[src/rtl/scp_pkg.sv]
package scp_pkg;

  // apb register byte addresses
  localparam logic [11:0] ADDR_TRIM   = 12'h000;
  localparam logic [11:0] ADDR_CTRL   = 12'h004;
  localparam logic [11:0] ADDR_STATUS = 12'h008;

  // divider control field positions
  localparam int CTRL_PCE_BIT  = 7;
  localparam int CTRL_SEL_LSB  = 0;
  localparam int CTRL_SEL_W    = 4;

  // status field positions
  localparam int STAT_SEL_LSB  = 0;
  localparam int STAT_TGT_LSB  = 4;
  localparam int STAT_BUSY_BIT = 8;
  localparam int STAT_INIT_BIT = 9;

  // division select codes and reset values
  localparam logic [3:0] SEL_DIV1    = 4'h0;
  localparam logic [3:0] SEL_DIV8    = 4'h3;
  localparam logic [3:0] SEL_MAX     = 4'h8;
  localparam logic [7:0] TRIM_RESET  = 8'h00;
  localparam logic [7:0] CNT_RESET   = 8'h00;

  // change-enable window, in divided clock cycles
  localparam int         PCE_WINDOW_CYCLES = 4;
  localparam logic [2:0] PCE_WINDOW        = 3'(PCE_WINDOW_CYCLES);
  localparam logic [2:0] PCE_CLOSED        = 3'h0;

  // master clock
  localparam real CLK_PERIOD_NS = 4.0;

  typedef enum logic [2:0] {
    SW_IDLE = 3'b001,
    SW_OLD  = 3'b010,
    SW_NEW  = 3'b100
  } scp_sw_state_t;

endpackage

[src/rtl/scp_prescaler.sv]
// Implementation choices: the APB register port and the register addresses.
`timescale 1ns/10ps
`default_nettype none

module scp_prescaler
(
  // clock and resets
  input  wire logic        clk,
  input  wire logic        rst,
  input  wire logic        powerOnRst,
  // apb slave
  input  wire logic        psel,
  input  wire logic        penable,
  input  wire logic        pwrite,
  input  wire logic [11:0] paddr,
  input  wire logic [31:0] pwdata,
  output logic      [31:0] prdata,
  output logic             pready,
  output logic             pslverr,
  // fuses and factory data
  input  wire logic        clockOutputFuse,
  input  wire logic        divideByEightFuse,
  input  wire logic [7:0]  factoryTrim,
  // port function sharing the clock output pin
  input  wire logic        portDataOut,
  input  wire logic        portOeN,
  // clock outputs and oscillator trim
  output logic [3:0]       domainTick,
  output logic             clockOutPin,
  output logic             clockOutPinOeN,
  output logic [7:0]       rcOscTrim
);
  import scp_pkg::*;

  // apb front end
  logic        setup;
  logic        access;
  logic        wrTrim;
  logic        wrCtrl;
  logic [31:0] prdata_r;
  logic [31:0] prdata_nxt;
  logic        pready_r;
  logic        pready_nxt;
  logic        pslverr_r;
  logic        pslverr_nxt;

  // control state
  logic [7:0]    trim_r;
  logic [7:0]    trim_nxt;
  logic [3:0]    tgtSel_r;
  logic [3:0]    tgtSel_nxt;
  logic [3:0]    curSel_r;
  logic [3:0]    curSel_nxt;
  logic [2:0]    pceCnt_r;
  logic [2:0]    pceCnt_nxt;
  logic [7:0]    cnt_r;
  logic [7:0]    cnt_nxt;
  logic          initDone_r;
  logic          initDone_nxt;
  scp_sw_state_t swState_r;
  scp_sw_state_t swState_nxt;
  logic [3:0]    domainTick_r;
  logic [3:0]    domainTick_nxt;

  logic       pceOpen;
  logic       cleanPce;
  logic       selWrite;
  logic       accept;
  logic [7:0] mask;
  logic       tickNow;

  assign setup   = psel & ~penable;
  assign access  = psel & penable & pready_r;
  assign wrTrim  = access & pwrite & (paddr == ADDR_TRIM);
  assign wrCtrl  = access & pwrite & (paddr == ADDR_CTRL);
  assign pceOpen = (pceCnt_r != PCE_CLOSED);

  assign cleanPce = pwdata[CTRL_PCE_BIT] & (pwdata[CTRL_PCE_BIT-1:0] == 7'h00);
  assign selWrite = wrCtrl & ~pwdata[CTRL_PCE_BIT];
  // reserved codes are dropped, the divider keeps its factor
  assign accept   = selWrite & pceOpen & (pwdata[3:0] <= SEL_MAX);

  // period mask: 2**sel master cycles per divided cycle
  assign mask    = 8'((9'h001 << curSel_r) - 9'h001);
  assign tickNow = ((cnt_r & mask) == mask);

  // apb answer: decoded in setup, shown in the single access cycle
  always_comb begin
    prdata_nxt  = 32'h0000_0000;
    pslverr_nxt = 1'b0;
    pready_nxt  = setup;
    if (setup) begin
      if (paddr == ADDR_TRIM) begin
        prdata_nxt[7:0] = trim_r;
      end else if (paddr == ADDR_CTRL) begin
        prdata_nxt[CTRL_PCE_BIT]                   = pceOpen;
        prdata_nxt[CTRL_SEL_LSB +: CTRL_SEL_W]     = tgtSel_r;
      end else if (paddr == ADDR_STATUS) begin
        // count state stays hidden; only the current and target factors and the busy and init flags show
        prdata_nxt[STAT_SEL_LSB +: CTRL_SEL_W] = curSel_r;
        prdata_nxt[STAT_TGT_LSB +: CTRL_SEL_W] = tgtSel_r;
        prdata_nxt[STAT_BUSY_BIT]              = (swState_r != SW_IDLE);
        prdata_nxt[STAT_INIT_BIT]              = initDone_r;
      end else begin
        pslverr_nxt = 1'b1;
      end
    end
  end

  always_ff @(posedge clk or posedge rst) begin
    if (rst) begin
      prdata_r  <= 32'h0000_0000;
      pready_r  <= 1'b0;
      pslverr_r <= 1'b0;
    end else begin
      prdata_r  <= prdata_nxt;
      pready_r  <= pready_nxt;
      pslverr_r <= pslverr_nxt;
    end
  end

  // registers, change-enable window and divider switch sequence
  always_comb begin
    trim_nxt     = trim_r;
    tgtSel_nxt   = tgtSel_r;
    curSel_nxt   = curSel_r;
    pceCnt_nxt   = pceCnt_r;
    initDone_nxt = 1'b1;
    swState_nxt  = swState_r;
    cnt_nxt      = tickNow ? CNT_RESET : 8'(cnt_r + 8'h01);
    if (!initDone_r) begin
      // straps are caught on the first edge after reset release
      trim_nxt   = factoryTrim;
      tgtSel_nxt = divideByEightFuse ? SEL_DIV8 : SEL_DIV1;
      curSel_nxt = divideByEightFuse ? SEL_DIV8 : SEL_DIV1;
    end else begin
      if (wrTrim) begin
        trim_nxt = pwdata[7:0];
      end
      if (pceOpen && tickNow) begin
        pceCnt_nxt = 3'(pceCnt_r - 3'h1);
      end
      if (wrCtrl && cleanPce && !pceOpen) begin
        pceCnt_nxt = PCE_WINDOW;
      end
      if (selWrite && pceOpen) begin
        pceCnt_nxt = PCE_CLOSED;
      end
      case (swState_r)
        SW_OLD: begin
          if (tickNow) begin
            // first edge closes a whole old period, then the new one starts
            curSel_nxt  = tgtSel_r;
            swState_nxt = SW_NEW;
          end
        end
        SW_NEW: begin
          if (tickNow) begin
            swState_nxt = SW_IDLE;
          end
        end
        default: begin
          swState_nxt = SW_IDLE;
        end
      endcase
      if (accept) begin
        // restart the old period: stretches it, never shortens it
        tgtSel_nxt  = pwdata[3:0];
        cnt_nxt     = CNT_RESET;
        swState_nxt = SW_OLD;
      end
    end
  end

  assign domainTick_nxt = {4{tickNow}};

  always_ff @(posedge clk or posedge rst) begin
    if (rst) begin
      trim_r       <= TRIM_RESET;
      tgtSel_r     <= SEL_DIV1;
      curSel_r     <= SEL_DIV1;
      pceCnt_r     <= PCE_CLOSED;
      cnt_r        <= CNT_RESET;
      initDone_r   <= 1'b0;
      swState_r    <= SW_IDLE;
      domainTick_r <= 4'h0;
    end else begin
      trim_r       <= trim_nxt;
      tgtSel_r     <= tgtSel_nxt;
      curSel_r     <= curSel_nxt;
      pceCnt_r     <= pceCnt_nxt;
      cnt_r        <= cnt_nxt;
      initDone_r   <= initDone_nxt;
      swState_r    <= swState_nxt;
      domainTick_r <= domainTick_nxt;
    end
  end

  // clock output pin: only power-on reset stops it, so it runs through chip reset
  logic fuseOut_r;
  logic fuseOut_nxt;
  logic clkOut_r;
  logic clkOut_nxt;
  logic clkOutOeN_r;
  logic clkOutOeN_nxt;

  always_comb begin
    fuseOut_nxt   = clockOutputFuse;
    clkOut_nxt    = portDataOut;
    clkOutOeN_nxt = portOeN;
    if (fuseOut_r) begin
      // one pin edge per divided clock edge; half the tick rate at best
      if (rst || tickNow) begin
        clkOut_nxt = ~clkOut_r;
      end else begin
        clkOut_nxt = clkOut_r;
      end
      clkOutOeN_nxt = 1'b0;
    end
  end

  always_ff @(posedge clk or posedge powerOnRst) begin
    if (powerOnRst) begin
      fuseOut_r   <= 1'b0;
      clkOut_r    <= 1'b0;
      clkOutOeN_r <= 1'b1;
    end else begin
      fuseOut_r   <= fuseOut_nxt;
      clkOut_r    <= clkOut_nxt;
      clkOutOeN_r <= clkOutOeN_nxt;
    end
  end

  assign prdata         = prdata_r;
  assign pready         = pready_r;
  assign pslverr        = pslverr_r;
  assign domainTick     = domainTick_r;
  assign clockOutPin    = clkOut_r;
  assign clockOutPinOeN = clkOutOeN_r;
  assign rcOscTrim      = trim_r;

  // helper: divided edges since a change was accepted
  logic [1:0] swEdges_r;
  always_ff @(posedge clk or posedge rst) begin
    if (rst) begin
      swEdges_r <= 2'h0;
    end else if (accept) begin
      swEdges_r <= 2'h0;
    end else if (swState_r != SW_IDLE && tickNow) begin
      swEdges_r <= 2'(swEdges_r + 2'h1);
    end
  end

  property p_pce_clean_only;
    @(posedge clk) disable iff (rst)
    (initDone_r && wrCtrl && pwdata[CTRL_PCE_BIT] && !cleanPce && !pceOpen) |=> !pceOpen;
  endproperty
  a_pce_clean_only: assert property (p_pce_clean_only)
    else $error("change-enable set by a dirty write");

  property p_pce_window_len;
    @(posedge clk) disable iff (rst)
    $rose(pceOpen) |-> (pceCnt_r == PCE_WINDOW);
  endproperty
  a_pce_window_len: assert property (p_pce_window_len)
    else $error("change-enable window does not start at four");

  property p_pce_timeout;
    @(posedge clk) disable iff (rst)
    (pceCnt_r == 3'h1 && tickNow && !wrCtrl) |=> !pceOpen;
  endproperty
  a_pce_timeout: assert property (p_pce_timeout)
    else $error("change-enable outlived its window");

  property p_pce_no_restart;
    @(posedge clk) disable iff (rst)
    (pceOpen && wrCtrl && cleanPce && !tickNow) |=> (pceCnt_r == $past(pceCnt_r));
  endproperty
  a_pce_no_restart: assert property (p_pce_no_restart)
    else $error("rewrite of change-enable moved the window");

  property p_sel_locked;
    @(posedge clk) disable iff (rst)
    (initDone_r && selWrite && !pceOpen) |=> $stable(tgtSel_r);
  endproperty
  a_sel_locked: assert property (p_sel_locked)
    else $error("division select changed without change-enable");

  property p_div8_period;
    @(posedge clk) disable iff (rst)
    (curSel_r == SEL_DIV8 && swState_r == SW_IDLE && tickNow && !accept) |=> !tickNow [*7];
  endproperty
  a_div8_period: assert property (p_div8_period)
    else $error("divide-by-eight period shorter than eight cycles");

  property p_two_edges;
    @(posedge clk) disable iff (rst)
    (swState_r == SW_NEW && tickNow && !accept) |-> (swEdges_r == 2'h1) ##1 (swState_r == SW_IDLE);
  endproperty
  a_two_edges: assert property (p_two_edges)
    else $error("switch did not finish on its second edge");

  property p_reset_load;
    @(posedge clk) disable iff (rst)
    $rose(initDone_r) |-> (rcOscTrim == $past(factoryTrim))
      && (tgtSel_r == ($past(divideByEightFuse) ? SEL_DIV8 : SEL_DIV1));
  endproperty
  a_reset_load: assert property (p_reset_load)
    else $error("reset values not loaded from fuses");

  property p_clkout_tick;
    @(posedge clk) disable iff (powerOnRst)
    (fuseOut_r && tickNow) |=> (clockOutPin != $past(clockOutPin)) && !clockOutPinOeN;
  endproperty
  a_clkout_tick: assert property (p_clkout_tick)
    else $error("clock output pin missed a divided edge");

  property p_clkout_reset;
    @(posedge clk) disable iff (powerOnRst)
    (fuseOut_r && rst) |=> (clockOutPin != $past(clockOutPin));
  endproperty
  a_clkout_reset: assert property (p_clkout_reset)
    else $error("clock output pin stalled during reset");

endmodule

`default_nettype wire

[config.mk]
export PLATFORM = sky130hd
export DESIGN_NAME = scp_prescaler
export DESIGN_NICKNAME = d
export VERILOG_FILES = /design/src/rtl/scp_pkg.sv /design/src/rtl/scp_prescaler.sv
export SDC_FILE = /design/constraint.sdc
export NUM_CORES = 1
export LEC_CHECK = 0
export BUFFER_PORTS_ARGS = -buffer_cell sky130_fd_sc_hd__buf_4
export CORE_MARGIN = 10
export CORE_UTILIZATION = 48
export DETAILED_ROUTE_END_ITERATION = 8
export GPL_TIMING_DRIVEN = 1
export MAX_ROUTING_LAYER = met4
export PLACE_DENSITY = 0.83
export SYNTH_ARGS = -nofsm -noshare
export SYNTH_HDL_FRONTEND = slang
export SYNTH_SLANG_ARGS = --single-unit
[constraint.sdc]
create_clock -name clk -period 3.2 [get_ports clk]
set_input_delay 0.16 -clock clk [delete_from_list [all_inputs] [get_ports clk]]
set_output_delay 0.16 -clock clk [all_outputs]
set_load 0.02 [all_outputs]
==> results_dict.tcl <==
set metrics [dict create \
    first_iter_violations 106 \
    timing.hold.ws_ns 0.0329 \
    cp.required_ns 3.40 \
    cts_buffer_depth 2 \
    outcome "finished clean" \
    grt_max_degree 30 \
    critPathSlowestCell "dfrtp_1" \
    synth_area_mm2 0.00263 \
    crit_chain "nor4_4, inv_1, ha_1, and2_1, o211ai_1, a21o_1, nand3_4, or4_1, o211ai_1" \
    ios 110 \
    syn_avg_cell_area_um2 9.79 \
    grt_pass1_wl_mm 10.3 \
    worstSetupStartpointType "flop" \
    layout_commonest_cell "buf_4" \
    ir_worst_vdd_mv 0.299 \
    crit_fanout 9 \
    post_cts_resized 0 \
    ys_seq_area_share_pct 44.8 \
    ys_async_sr_fraction_pct 100 \
    final.setup.tns_ns 0 \
    clock_sinks 47 \
    power_density_mw_per_mm2 502 \
    hold_viol 0 \
    cts_tree "done" \
    port_buffers 63 \
    synth.top_cell.area_share_pct 42.8 \
    wl_per_cell_um 15.4 \
    worst_pin_slew_ns 0.801 \
    synth_edf_count 0 \
    drive_gt1_share_pct 26.3 \
    p_leak_uw 0.00159 \
    grt_pass1_vias 2160 \
    relSlewSlack_pct 46.6 \
    syn_inst 269 \
    rsz0062_at_grt "no" \
    clock_latency_ns 0.30 \
    fill_cells 449 \
    dp_hpwl_mm 4.72 \
    die_h_um 94.1 \
    ys_ff_latch 47 \
    cp_slowest_stage_delay_ns 0.52 \
    fin_nets 396 \
    power.total_uw 1590 \
    synth.distinct_cells 48 \
    syn_to_final_growth_pct 20.7 \
    min_period_ns 2.60 \
    min_path_type "in2reg" \
    grt-ovfl-total 0 \
    clock.fmax_mhz 385 \
    synth_top_area_cell "dfrtp_1" \
    ant_nets 0 \
    cts_made_buffers 5 \
    start_util_pct 50.6 \
    antenna_found_initial 0 \
    endpoint_kind "flop" \
    clk_pin_slew_ns 0.09 \
    crit_top_cell "o211ai_1" \
    maxCapViolations 0 \
    gp_routability_congestion 0.820 \
    num_vias 2075 \
    drc 0 \
    slew_viol_final 0 \
    finalSetupViolations 0 \
    critPathTopFamily "simple AND/OR/NAND/NOR gates" \
    n_antenna_cell 0 \
    core_mm2 0.00520 \
    critPathKind "reg2reg" \
    final_cell_mix "buf_4 (65), dfrtp_1 (45), nor2_1 (41)" \
    fin_worst_skew_ns 0.00937 \
    grtUsageTotal_pct 14.8 \
    dpl_worst_slack_ns 0.616 \
    die_w_um 94.1 \
    h-tree-depth 2 \
    avgViaCountPerCell 5.17 \
    synth_area_leaders "dfrtp_1 (43%), mux2i_1 (9.5%), buf_4 (7.1%)" \
    drt-pass1-iter-count 5 \
    worst_slack_ns 0.601 \
    period_share_pct 81.2 \
    wl_mm 6.17 \
    ys.flop_type "dfrtp_1" \
    num_rows 26 \
    die_area_mm2 0.00885 \
    root_buffer "clkbuf_8" \
    cp.arrival_ns 2.80 \
    path_buf_inv 1 \
    synth_warnings 0 \
]
==> metal layers <==
layer  global-route usage (%)  wire length [um]  part of all wire (%)  up-vias
li1                         -                 -                     -      998
met1                     17.0              2570                    42      998
met2                     24.3              3160                    51       70
met3                     3.20               337                   5.5        9
met4                     6.33                99                   1.6        0
met5                        -                 0                     0        -
==> cell type report <==
class / instances / area (um^2) / area share [%]
flip-flops and latches: 47 / 1180 / 37.1
multi-input cells: 196 / 1250 / 39.3
repair buffers: 68 / 518 / 16.3
well taps: 70 / 87.6 / 2.76
clock inverters: 1 / 8.76 / 0.276
inverters: 12 / 47.5 / 1.50
clock buffers: 7 / 86.3 / 2.72
==> synth_stat cells, drive strengths merged, types with 2 or more instances <==
cell,instances
ha,4
inv,12
clkbuf,7
a211oi,3
o211ai,3
and2,2
nand4,4
buf,28
conb,2
nor2,43
nor4,6
o21ai,3
dfstp,2
dfrtp,45
nor3,3
a21o,2
nor2b,7
a31oi,2
a21oi,19
mux2i,25
nand2,12
and3,5
xor2,4
xnor2,4
o31a,2
nand3,6
==> power by group <==
group	internal (uW)	leakage (uW)	switching, uW	total [uW]
Sequential	666	0.000592	73.6	739
Clock	177	0.0000484	194	372
Combinational	212	0.000953	270	483
Total	1050	0.00159	538	1590
==> path summary, 6_finish.rpt <==
kind                        startpoint             end  slack [ns]  cells past startpoint
max reg2reg                curSel_r[3]     pceCnt_r[1]        0.60                      9
min reg2reg                  fuseOut_r  clockOutPinOeN        0.42                      1
min in group asynchronous   powerOnRst       fuseOut_r        0.28                      3
max                        curSel_r[3]     pceCnt_r[1]        0.60                      9
min                            penable          pready        0.03                      2
max in group asynchronous          rst    swState_r[0]        1.87                      4
==> registers in the layout, indices dropped and copies added, names as in the netlist, 3 cells and up <==
| register | count |
|---|---|
| rcOscTrim | 8 |
| tgtSel_r | 4 |
| cnt_r | 8 |
| curSel_r | 4 |
| swState_r | 3 |
| pceCnt_r | 3 |
| prdata | 10 |
==> cell families (layout without fill, tap and decap cells) <==
kind of cell / count (synthesis) / after routing / synth area share, %
other cells: 2 / 23 / 0.285
simple gates: 96 / 96 / 19.9
buf+inv: 47 / 88 / 10.7
xor+xnor: 8 / 8 / 2.66
compound gates: 39 / 39 / 9.65
mux: 26 / 26 / 10.1
fa+ha+maj: 4 / 4 / 1.90
flops: 47 / 47 / 44.8
==> stage by stage <==
stage / area, um^2 / utilization (%) / cells
2_1_floorplan: 2710 / - / 290
3_3_place_gp: 3050 / 58.6 / 390
3_5_place_dp: 3050 / 58.6 / 390
4_1_cts: 3180 / 61.0 / 401
5_1_grt: 3180 / 61.0 / 401
6_report: 3180 / 61.0 / 401
==> repair_timing <==
action / CTS / global route
endpoints found under the hold margin: 19 / 0
hold buffers: 3 / 0
buffers inserted: 0 / 0
No activity file was read; power rests on OpenSTA's default activity.
